===== config.mk =====
export PLATFORM = sky130hd
export DESIGN_NAME = sld_ctl_flat
export DESIGN_NICKNAME = d
export VERILOG_FILES = /design/src/verilog/sld_pkg.sv /design/src/verilog/sld_if.sv /design/src/verilog/sld_ctl.sv /design/src/flat_wrapper.sv
export VERILOG_INCLUDE_DIRS = /design/src /design/src/verilog
export SDC_FILE = /design/constraint.sdc
export NUM_CORES = 1
export LEC_CHECK = 0
export BUFFER_PORTS_ARGS = -buffer_cell sky130_fd_sc_hd__buf_4
export CAP_MARGIN = 0
export CORE_UTILIZATION = 45
export CTS_BUF_LIST = sky130_fd_sc_hd__clkbuf_2
export CTS_CLUSTER_DIAMETER = 80
export CTS_CLUSTER_SIZE = 40
export DETAILED_ROUTE_END_ITERATION = 7
export PLACE_DENSITY_LB_ADDON = 0.1
export SLEW_MARGIN = 5
export SYNTH_ARGS = -nofsm -noshare
export SYNTH_HDL_FRONTEND = slang
export SYNTH_SLANG_ARGS = --single-unit

===== constraint.sdc =====
create_clock -name clk_i -period 4.7 [get_ports clk_i]
set_clock_uncertainty 0.05 [all_clocks]
set_input_delay 0.47 -clock clk_i [delete_from_list [all_inputs] [get_ports clk_i]]
set_output_delay 0.47 -clock clk_i [all_outputs]
set_load 0.02 [all_outputs]

===== src/verilog/sld_map.svh =====
`ifndef SLD_MAP_SVH
`define SLD_MAP_SVH

// ****************************************
// timing figures
// ****************************************
`define SLD_T_CLK_NS 25
`define SLD_T_SCK_NS 150
`define SLD_T_DATA_NS 150
`define SLD_T_GAP_NS 300
`define SLD_T_STB_NS 100
`define SLD_CYC_SCK ((`SLD_T_SCK_NS + `SLD_T_CLK_NS - 1) / `SLD_T_CLK_NS)
`define SLD_CYC_GAP ((`SLD_T_GAP_NS + `SLD_T_CLK_NS - 1) / `SLD_T_CLK_NS)
`define SLD_CYC_STB ((`SLD_T_STB_NS + `SLD_T_CLK_NS - 1) / `SLD_T_CLK_NS)
// strobe held well past its minimum and followed by a quiet tail, so a
// receiver that samples strobe through a slow synchroniser sees it settle
`define SLD_CYC_STB_HOLD (3 * `SLD_CYC_STB)
`define SLD_CYC_TAIL `SLD_CYC_GAP

// ****************************************
// sizes and reset values
// ****************************************
`define SLD_CHANNELS 8
`define SLD_CNT_W 5
`define SLD_SYNC_LEN 3
`define SLD_RST_BYTE 8'h00

`endif


===== src/verilog/sld_pkg.sv =====
// ****************************************
// shared types
// ****************************************
package sld_pkg;

  typedef enum logic [2:0] {
    SLD_IDLE = 3'b000,
    SLD_LOW = 3'b001,
    SLD_HIGH = 3'b010,
    SLD_GAP = 3'b011,
    SLD_STROBE = 3'b100
  } sld_state_t;

endpackage : sld_pkg


===== src/verilog/sld_if.sv =====
`timescale 1ns/100ps
`default_nettype none

// ****************************************
// serial link between controller and driver
// ****************************************
interface sld_if;
  logic sclk;   // serial shift clock, made by controller
  logic sdi;    // serial data into driver
  logic sdo;    // cascade output of last stage
  logic strobe; // latch transfer, level
  logic blank;  // high forces all drivers off

  modport ctl (
    output sclk,
    output sdi,
    output strobe,
    output blank,
    input sdo
  );

  modport dev (
    input sclk,
    input sdi,
    input strobe,
    input blank,
    output sdo
  );
endinterface : sld_if

`default_nettype wire


===== src/verilog/sld_ctl.sv =====
`timescale 1ns/100ps
`default_nettype none
`include "sld_map.svh"

// ****************************************
// controller end: shifts a word and strobes it
// ****************************************
module sld_ctl
  import sld_pkg::*;
#(
  parameter int CHANNELS = `SLD_CHANNELS
) (
  sld_if.ctl link,
  input wire logic clk_i,
  input wire logic rst_n_i,
  input wire logic start_i,
  input wire logic [CHANNELS-1:0] data_i,
  input wire logic blank_i,
  output logic busy_o,
  output logic done_o
);

  localparam logic [`SLD_CNT_W-1:0] CYC_SCK = `SLD_CNT_W'(`SLD_CYC_SCK);
  localparam logic [`SLD_CNT_W-1:0] CYC_GAP = `SLD_CNT_W'(`SLD_CYC_GAP);
  localparam logic [`SLD_CNT_W-1:0] CYC_TAIL = `SLD_CNT_W'(`SLD_CYC_TAIL);
  localparam logic [`SLD_CNT_W-1:0] CYC_STB_ALL = `SLD_CNT_W'(`SLD_CYC_STB_HOLD + `SLD_CYC_TAIL);
  localparam logic [`SLD_CNT_W-1:0] LAST_BIT = `SLD_CNT_W'(CHANNELS - 1);

  sld_state_t state;
  logic [`SLD_CNT_W-1:0] cnt;
  logic [`SLD_CNT_W-1:0] bit_idx;
  logic [CHANNELS-1:0] word;
  logic cnt_end;
  logic last_bit;
  logic take;
  logic bit_next;

  // phase end, last bit, and the two events that move the word
  assign cnt_end = (cnt == `SLD_CNT_W'(1));
  assign last_bit = (bit_idx == LAST_BIT);
  assign take = (state == SLD_IDLE) && start_i;
  assign bit_next = (state == SLD_HIGH) && cnt_end && !last_bit;

  // ****************************************
  // sequencer state
  // ****************************************
  // a frame walks low, high per bit, then gap, then strobe with its tail
  always_ff @(posedge clk_i or negedge rst_n_i) begin
    if (!rst_n_i) begin
      state <= SLD_IDLE;
    end else begin
      case (state)
        SLD_IDLE: begin
          if (start_i) begin
            state <= SLD_LOW;
          end
        end
        SLD_LOW: begin
          if (cnt_end) begin
            state <= SLD_HIGH;
          end
        end
        SLD_HIGH: begin
          if (cnt_end && last_bit) begin
            state <= SLD_GAP;
          end else if (cnt_end) begin
            state <= SLD_LOW;
          end
        end
        SLD_GAP: begin
          if (cnt_end) begin
            state <= SLD_STROBE;
          end
        end
        SLD_STROBE: begin
          if (cnt_end) begin
            state <= SLD_IDLE;
          end
        end
        default: begin
          state <= SLD_IDLE;
        end
      endcase
    end
  end

  // ****************************************
  // phase counter
  // ****************************************
  // phase lengths by counter
  always_ff @(posedge clk_i or negedge rst_n_i) begin
    if (!rst_n_i) begin
      cnt <= '0;
    end else begin
      case (state)
        SLD_IDLE: begin
          if (start_i) begin
            cnt <= CYC_SCK;
          end
        end
        SLD_LOW: begin
          if (cnt_end) begin
            cnt <= CYC_SCK;
          end else begin
            cnt <= cnt - `SLD_CNT_W'(1);
          end
        end
        SLD_HIGH: begin
          if (!cnt_end) begin
            cnt <= cnt - `SLD_CNT_W'(1);
          end else if (last_bit) begin
            cnt <= CYC_GAP;
          end else begin
            cnt <= CYC_SCK;
          end
        end
        SLD_GAP: begin
          if (cnt_end) begin
            cnt <= CYC_STB_ALL;
          end else begin
            cnt <= cnt - `SLD_CNT_W'(1);
          end
        end
        SLD_STROBE: begin
          if (!cnt_end) begin
            cnt <= cnt - `SLD_CNT_W'(1);
          end
        end
        default: begin
          cnt <= '0;
        end
      endcase
    end
  end

  // ****************************************
  // bit counter and shift word
  // ****************************************
  // bit index restarts whenever the sequencer rests
  always_ff @(posedge clk_i or negedge rst_n_i) begin
    if (!rst_n_i) begin
      bit_idx <= '0;
    end else if (state == SLD_IDLE) begin
      bit_idx <= '0;
    end else if (bit_next) begin
      bit_idx <= bit_idx + `SLD_CNT_W'(1);
    end
  end

  // word loads on take, moves one place after each high phase but the last
  always_ff @(posedge clk_i or negedge rst_n_i) begin
    if (!rst_n_i) begin
      word <= '0;
    end else if (take) begin
      word <= data_i;
    end else if (bit_next) begin
      word <= {word[CHANNELS-2:0], 1'b0};
    end
  end

  // ****************************************
  // link pins, all from flip-flops
  // ****************************************
  // data changes only at start of a low phase
  always_ff @(posedge clk_i or negedge rst_n_i) begin
    if (!rst_n_i) begin
      link.sdi <= 1'b0;
    end else begin
      link.sdi <= word[CHANNELS-1];
    end
  end

  // clock high for the whole high phase
  always_ff @(posedge clk_i or negedge rst_n_i) begin
    if (!rst_n_i) begin
      link.sclk <= 1'b0;
    end else begin
      link.sclk <= (state == SLD_HIGH);
    end
  end

  // strobe only pulses after loading, for the hold count
  // the low tail lets a slowly sampling receiver drop strobe before shifting
  always_ff @(posedge clk_i or negedge rst_n_i) begin
    if (!rst_n_i) begin
      link.strobe <= 1'b0;
    end else begin
      link.strobe <= (state == SLD_STROBE) && (cnt > CYC_TAIL);
    end
  end

  // blank follows the user level; drivers off from reset
  always_ff @(posedge clk_i or negedge rst_n_i) begin
    if (!rst_n_i) begin
      link.blank <= 1'b1;
    end else begin
      link.blank <= blank_i;
    end
  end

  // ****************************************
  // user status
  // ****************************************
  always_ff @(posedge clk_i or negedge rst_n_i) begin
    if (!rst_n_i) begin
      busy_o <= 1'b0;
      done_o <= 1'b0;
    end else begin
      busy_o <= (state != SLD_IDLE) || start_i;
      done_o <= (state == SLD_STROBE) && cnt_end;
    end
  end

endmodule : sld_ctl

`default_nettype wire


===== src/flat_wrapper.sv =====
// flat-port wrapper written by rule: the top's interface ports become plain ports
module sld_ctl_flat import sld_pkg::*;
#(
  parameter int CHANNELS = `SLD_CHANNELS
)
  (clk_i, rst_n_i, start_i, data_i, blank_i, busy_o, done_o, link_sclk, link_sdi, link_strobe, link_blank, link_sdo);
  sld_if link_i ();
  input wire logic clk_i;
  input wire logic rst_n_i;
  input wire logic start_i;
  input wire logic [CHANNELS-1:0] data_i;
  input wire logic blank_i;
  output logic busy_o;
  output logic done_o;
  output wire logic [$bits(link_i.sclk)-1:0] link_sclk;
  output wire logic [$bits(link_i.sdi)-1:0] link_sdi;
  output wire logic [$bits(link_i.strobe)-1:0] link_strobe;
  output wire logic [$bits(link_i.blank)-1:0] link_blank;
  input wire logic [$bits(link_i.sdo)-1:0] link_sdo;
  assign link_sclk = link_i.sclk;
  assign link_sdi = link_i.sdi;
  assign link_strobe = link_i.strobe;
  assign link_blank = link_i.blank;
  assign link_i.sdo = link_sdo;
  sld_ctl #(.CHANNELS(CHANNELS)) u_core (.link(link_i), .clk_i(clk_i), .rst_n_i(rst_n_i), .start_i(start_i), .data_i(data_i), .blank_i(blank_i), .busy_o(busy_o), .done_o(done_o));
endmodule

* Word-level counts from Yosys, hierarchy flattened
Cells that the tools add are included.
** Word-level totals
- Word-level logic and storage cells :: 57
- Bits of input ports :: 13
- Register bits after elaboration :: 27
- Output and inout bits :: 6
** Cells by class
- Eq/ne operators :: 12
- $lt $le $gt $ge :: 1
- Reduce and logical (&&, ||, !) cells :: 14
- Add/subtract/negate cells :: 2
- Muxes and demuxes :: 18
** Operators by type and width (number)
- $mux 5 :: 7
- $pmux 5 s5 :: 1
- $mux 3 :: 6
- $mux 8 :: 2
- $pmux 3 s5 :: 1
- $eq 3x2->1 const B :: 2
- $logic_and 1x1->1 :: 6
- $ne 2x1->1 const B :: 3
- $add 5x1->5 const B :: 1
- $eq 5x1->1 const B :: 1
- $eq 5x3->1 const B :: 1
- $gt 5x4->1 const B :: 1
- $reduce_and 5->1 :: 1
- $sub 5x1->5 const B :: 1
- $mux 4 :: 1
- $ne 2x2->1 const B :: 2
- $reduce_bool 2->1 :: 2
- $eq 3x1->1 const B :: 1
- $eq 3x3->1 const B :: 1
- $logic_not 3->1 :: 1
- $ne 3x2->1 const B :: 1
- $reduce_bool 3->1 :: 1
- $reduce_and 2->1 :: 1
- $logic_not 1->1 :: 1
- $logic_or 1x1->1 :: 1

* Depth between registers and ports, before layout
Gate-level depths: netlist of run 1.
- Depth after elaboration :: 5
- Mapped depth :: 7

* Worst setup path after synthesis of run 1
OpenSTA, ideal clock, no wires.
- Path kind :: register to register
- Start :: register u_core.cnt[1]
- End :: register u_core.word[4]
- Path slack :: 2682 ps
- Period minus slack after synthesis :: 2018 ps
- Required time :: 4524 ps
- Arrival time :: 1842 ps
- Cell stages (with the launch flop) :: 7
- Path through :: dfrtp_1 > inv_1 > ha_1 > or4b_4 > nor3_4 > a21oi_2 > a221o_1
** Between the ends
- Longest elaborated chain between the ends :: 4
** Ends and longest elaborated chain
- from (decl) :: line sld_ctl.sv:30 : logic [`SLD_CNT_W-1:0] cnt;
- from (signal assigned) :: line sld_ctl.sv:105 : cnt <= cnt - `SLD_CNT_W'(1);
- from (signal assigned) :: line sld_ctl.sv:110 : cnt <= cnt - `SLD_CNT_W'(1);
- from (signal assigned) :: line sld_ctl.sv:121 : cnt <= cnt - `SLD_CNT_W'(1);
- $eq 5x1->1 :: line sld_ctl.sv:39 : assign cnt_end = (cnt == `SLD_CNT_W'(1));
- $logic_and 1x1->1 (2 in a row) :: line sld_ctl.sv:42 : assign bit_next = (state == SLD_HIGH) && cnt_end && !last_bit;
- $reduce_bool 2->1 (no source line)
- to (signal assigned) :: line sld_ctl.sv:155 : word <= data_i;
- to (signal assigned) :: line sld_ctl.sv:157 : word <= {word[CHANNELS-2:0], 1'b0};
- to (decl) :: line sld_ctl.sv:32 : logic [CHANNELS-1:0] word;
Every way passes these cells.
A chain may end at the register's enable or synchronous reset.

* Worst setup path in the final report of run 1
Ends and elaborated chain as after synthesis.

==> flow_summary.yaml, run 1 <==
pwr:
  power.density_nw_per_um2: 520.9
  power_w: 0.0008831
  combPwrFrac: 0.436
  power_frac_clock: 0.101
  cellLeakagePower_nw: 0.7601
  power_frac_seq: 0.463
  switching_share: 0.4151
  p_switching_w: 0.0003665
  power.internal_w: 0.0005165
  ir_drop_v: 0.0002599
sta:
  final-setup-viol-count: 0
  setup_ws_ns: 2.352
  maxSlewViolCount: 0
  fmax_ghz: 0.4258
  worst_pin_slew_ns: 0.6138
  rsz0062_at_grt: "no"
  fin_crit_sh: 0.4996
  maxSlewHeadroom: 0.5908
  setup_tns_ns: 0
  hold_violations: 0
  period_needed_ns: 2.348
yosys:
  synth_top_cell_area_share: 0.4248
  netlist_area_um2: 1531
  synth-edff-count: 0
  ys_top_cells_by_area: "dfrtp_1 42%, ha_1 3.3%, o21ai_0 2.9%, nand2_1 2.7%, a221o_1 2.6%"
  yosysWarnings: 0
  synthesis.nets: 176
  netlist_instances: 159
  ys_seq_area_frac: 0.4420
  avgSynthCellArea_um2: 9.632
  ys_async_sr_fraction: 1.000
  ys_ff_latch: 27
  yosysUniqueCellTypes: 46
  synth_top_area_cell: "dfrtp_1"
  ys.flop_type: "dfrtp_1"
clock_network:
  cts.path.max_buffers: 2
  cts_setup_buffers: 0
  clk_latency_ns: 0.35
  htreeDepth: 1
  cts_hold_buf: 1
  cts_resized: 0
  clk_pin_slew_ns: 0.25
  tritoncts: "done"
  cts.sinks: 27
  ctsRootBufferMaster: "clkbuf_2"
  cts_inserted_buffers: 3
job:
  maxCapViolCount: 0
placement:
  gp_congestion: 0.7674
  port_buffers: 17
  post_dp_cell_area_um2: 1663
  place_hpwl_um: 2094
  placedCellCount: 209
  placement.setup.worst_slack_ns: 2.387
cells_and_area:
  stdcell_area_um2: 1695
  layout-drive-gt1-share: 0.2118
  area_growth_pct: 10.70
  nets: 188
  final_cell_mix: "26 x dfrtp_1, 19 x buf_4, 11 x nand2_1, 10 x nor2_1"
  layout.cells.non_filler: 214
  fill_cells: 292
  final_common_cell: "dfrtp_1"
  antennaDiodeCount: 0
global_routing:
  first_global_vias: 1082
  overflow: 0
  grtUsageTotal: 0.1889
  grt_max_degree: 28
  grt_pass1_wl_um: 5140
  antenna_found_initial: 0
setup_path:
  crit_slowest_cell: "or4b_4"
  max_stage_delay_ns: 0.60
  cp.arrival_ns: 2.57
  crit_path_start_kind: "flip-flop"
  crit_type: "flip-flop to flip-flop"
  endpoint_kind: "flip-flop"
  cp_max_fo: 11
  required_ns: 4.93
  worstPathCellList: "inv_1, ha_1, or4b_4, nor3_4, a21oi_2, a221o_1"
route:
  via_per_inst: 5.598
  totalWireLength_um: 3003
  ant_nets: 0
  wire_per_inst_um: 14.03
  first_pass_iters: 4
  via_count: 1198
  drc: 0
  dr.first_iter.drc_count: 33
floorplanning:
  core_um2: 3128
  pin_count: 19
  rows: 20
  initial_core_util: 0.4896
  die_area_um2: 3640
  dieWidth_um: 60.34
  die_h_um: 60.34
min_path:
  hold_class: "input pin to flip-flop"
outcome:
  status: "finished, final reports clean"
-- Yosys cell counts, types with 2 or more instances --
cell type and number:
clkbuf_1 9, or3b_2 2, a21oi_1 7, buf_6 2, a221o_1 4, nor4_1 2, xnor2_1 3, nor3_1 5
and3_1 4, ha_1 4, a311oi_1 2, o21ai_0 9, a211oi_1 3, nand2b_1 3, nor2_1 10, o22ai_1 4
dfrtp_1 26, o31ai_1 2, or3_1 2, inv_1 9, nand3_1 7, a22oi_1 2, mux2i_1 3, buf_2 2
nand4_1 2, nand2_1 11
-- worst max-delay path: cells and delay by family (launching register included) --
kind / cells / cell delay (ns)
buf+inv: 1 / 0.15
flops: 1 / 0.45
simple gates: 2 / 0.92
fa+ha+maj: 1 / 0.25
compound gates: 2 / 0.44
-- final timing paths --
| kind | endpoint | slack [ns] | cells past startpoint | from |
|---|---|---|---|---|
| max in group asynchronous | u_core.link.blank | 3.84 | 2 | rst_n_i |
| worst min-delay path | u_core.link.blank | 0.14 | 1 | blank_i |
| worst min register to register | u_core.link.sdi | 0.37 | 0 | u_core.word[7] |
| worst max register to register | u_core.word[4] | 2.35 | 6 | u_core.cnt[1] |
| min in group asynchronous | u_core.done_o | 0.46 | 2 | rst_n_i |
| worst max-delay path | u_core.word[4] | 2.35 | 6 | u_core.cnt[1] |
-- sequential cells by signal (all words and copies together), names as in the netlist --
name	count
u_core.bit_idx	5
u_core.busy_o	1
u_core.cnt	5
u_core.done_o	1
u_core.link.blank	1
u_core.link.sclk	1
u_core.link.sdi	1
u_core.link.strobe	1
u_core.state	3
u_core.word	8
-- metrics by stage --
step                      hold slack (ns)    util
final                              0.1389  0.5420
after global routing              0.07093  0.5420
after CTS                          0.1174  0.5420
after detailed placement           0.3230  0.5316
after global placement             0.3232  0.5316
after floorplan                    0.1244       -
-- area by class of cell --
cell class              instances  area [um^2]  share of cell area
multi-input cells             110        754.5              0.4450
flip-flops and latches         27        676.9              0.3993
repair buffers                 20        152.6             0.09004
well taps                      44        55.05             0.03247
inverters                       9        33.78             0.01993
clock buffers                   3        15.01            0.008856
clock inverters                 1        7.507            0.004428
-- cell families after synthesis --
| family | count (synthesis) | share of synthesized area |
|---|---|---|
| simple gates | 57 | 0.2263 |
| compound gates | 41 | 0.1838 |
| flops | 27 | 0.4420 |
| buf+inv | 22 | 0.06536 |
| xor+xnor | 4 | 0.02288 |
| mux | 4 | 0.02696 |
| fa+ha+maj | 4 | 0.03268 |
-- metal layers --
layer	vias up	GRT usage	wire, um
met1	576	0.2726	1468
met3	2	0.02559	84
met4	0	0.04983	8
met2	19	0.2983	1441
met5	-	0	0
li1	601	-	-
-- power by group through the flow --
stage,clock [W],combinational (W),sequential (W)
after floorplan,0,0.000362,0.000352
after global placement,0,0.000372,0.000407
after detailed placement,0,0.000385,0.000412
after CTS,0.0000938,0.000388,0.000407
after global routing,0.000104,0.000444,0.000424
final,0.0000890,0.000385,0.000409
Note: power is estimated with default switching activity, not from simulation.
==> inputs of run 2 (changes only) <==
- clock period: 4.7 -> 1.9 ns (I/O delays scaled with it)
==> flow_summary.yaml, run 2 (synthesis results as in run 1) <==
sta:
  maxSlewViolCount: 0
  worst_pin_slew_ns: 0.5995
  setup_ws_ns: -0.002933
  fin_crit_sh: 1.002
  final-setup-viol-count: 2
  rsz0062_at_grt: "yes"
  fmax_ghz: 0.5255
  period_needed_ns: 1.903
  maxSlewHeadroom: 0.5972
  hold_violations: 0
placement:
  placedCellCount: 226
  port_buffers: 17
  place_hpwl_um: 2305
  gp_congestion: 0.8462
job:
  maxCapViolCount: 0
global_routing:
  grtUsageTotal: 0.2094
  grt_max_degree: 28
  overflow: 0
  antenna_found_initial: 0
  grt_pass1_wl_um: 5706
  first_global_vias: 1277
pwr:
  power_frac_seq: 0.334
  ir_drop_v: 0.0006872
  power.internal_w: 0.001547
  switching_share: 0.4017
  p_switching_w: 0.001038
  combPwrFrac: 0.576
  cellLeakagePower_nw: 0.8890
  power.density_nw_per_um2: 1317
  power_frac_clock: 0.090
min_path:
  holdPathStages: 3
  min_to: "u_core.word[1]"
  hold_class: "input pin to flip-flop"
  min-delay-start: "data_i[1]"
route:
  via_count: 1306
  dr.first_iter.drc_count: 59
  via_per_inst: 5.487
  totalWireLength_um: 3328
  first_pass_iters: 4
  wire_per_inst_um: 13.98
  drc: 0
  ant_nets: 0
clock_network:
  htreeDepth: 1
  cts_inserted_buffers: 3
  cts.sinks: 27
  ctsRootBufferMaster: "clkbuf_2"
  tritoncts: "done"
  clk_pin_slew_ns: 0.27
  clk_latency_ns: 0.37
  cts.path.max_buffers: 2
floorplanning:
  rows: 20
  dieWidth_um: 60.34
  core_um2: 3128
  pin_count: 19
  die_area_um2: 3640
  die_h_um: 60.34
  initial_core_util: 0.4896
cells_and_area:
  final_cell_mix: "37 x buf_4, 25 x dfrtp_1, 11 x nand2_1, 10 x nor2_1, 8 x inv_1"
  largest_reg_flops: 8
  layout.cells.non_filler: 238
  nets: 212
  fill_cells: 278
  final_common_cell: "buf_4"
  layout-drive-gt1-share: 0.3299
  top_register: "u_core.word"
  area_growth_pct: 28.19
  utilization: 0.6276
  antennaDiodeCount: 0
  reg_top3: "u_core.word x8, u_core.bit_idx x5, u_core.cnt x5"
setup_path:
  required_ns: 2.15
  crit_path_start_kind: "flip-flop"
  reg2reg_slack_ns: -0.003
  cp.arrival_ns: 2.15
  r2r-end: "u_core.word[4]"
  crit_type: "flip-flop to flip-flop"
  cp_max_fo: 5
  crit_start: "u_core.cnt[1]"
  timing.rr.start: "u_core.cnt[1]"
  reg2reg_depth: 6
  endpoint_kind: "flip-flop"
outcome:
  status: "finished, violations left"
  violations: "negative setup slack"
## run 2: power groups by stage
stage / logic (W) / registers, W / clock network [W]
3_3_place_gp: 0.00128 / 0.000867 / 0
3_5_place_dp: 0.00133 / 0.000874 / 0
4_1_cts: 0.00137 / 0.000862 / 0.000238
5_1_grt: 0.00166 / 0.000881 / 0.000264
6_report: 0.00149 / 0.000863 / 0.000232
2_1_floorplan: 0.000908 / 0.000881 / 0
## run 2: critical path, stage by stage (launching register included)
cell and delay [ns]:
dfrtp_1 0.46, inv_2 0.09, ha_4 0.13, or4b_4 0.52, nor3_4 0.20, a21oi_4 0.08, a221o_1 0.30
## run 2: metal layers
metal / vias to the layer above / global-route usage / wire [um]
met4: 0 / 0.08306 / 37
met2: 21 / 0.3407 / 1639
li1: 648 / - / -
met3: 5 / 0.02772 / 79
met5: - / 0 / 0
met1: 632 / 0.2834 / 1571
## run 2: worst max-delay path by stage
stage | end | slack (ns)
global route | u_core.word[6] | -0.02
finish | u_core.word[4] | -0.003
detailed placement | u_core.word[1] | -0.06
CTS | u_core.word[5] | 0.0004
global placement | u_core.word[1] | -0.01
floorplan | u_core.cnt[3] | 0.02
## run 2: cell type report
| type | count | area (um^2) | share of cell area |
|---|---|---|---|
| multi-input combinational | 110 | 814.5 | 0.4149 |
| sequential | 27 | 678.2 | 0.3454 |
| timing repair buffer | 44 | 359.1 | 0.1829 |
| tap | 44 | 55.05 | 0.02804 |
| inverter | 9 | 33.78 | 0.01721 |
| clock buffer | 3 | 15.01 | 0.007648 |
| clock inverter | 1 | 7.507 | 0.003824 |
## run 2: repair_timing
| item | CTS | global route |
|---|---|---|
| setup buffers | 1 | 2 |
| endpoints found under the setup margin | 12 | 11 |
| resized for setup | 4 | 9 |
| pin swaps | 0 | 2 |
| hold endpoints to repair | 29 | 2 |
| hold buffers | 3 | 2 |
## run 2: metrics by stage
| stage | TNS (ns) | hold WS [ns] | worst slack [ns] | total power, W | instance area, um^2 |
|---|---|---|---|---|---|
| floorplan | 0 | -0.1556 | 0.01714 | 0.001789 | 1545 |
| global placement | -0.02155 | 0.07410 | -0.009810 | 0.002148 | 1804 |
| detailed placement | -0.1133 | 0.07670 | -0.05813 | 0.002203 | 1804 |
| CTS | 0 | 0.004915 | 0.0004390 | 0.002470 | 1881 |
| global route | -0.08587 | 0.008655 | -0.01909 | 0.002801 | 1963 |
| finish | -0.005412 | 0.02527 | -0.002933 | 0.002585 | 1963 |
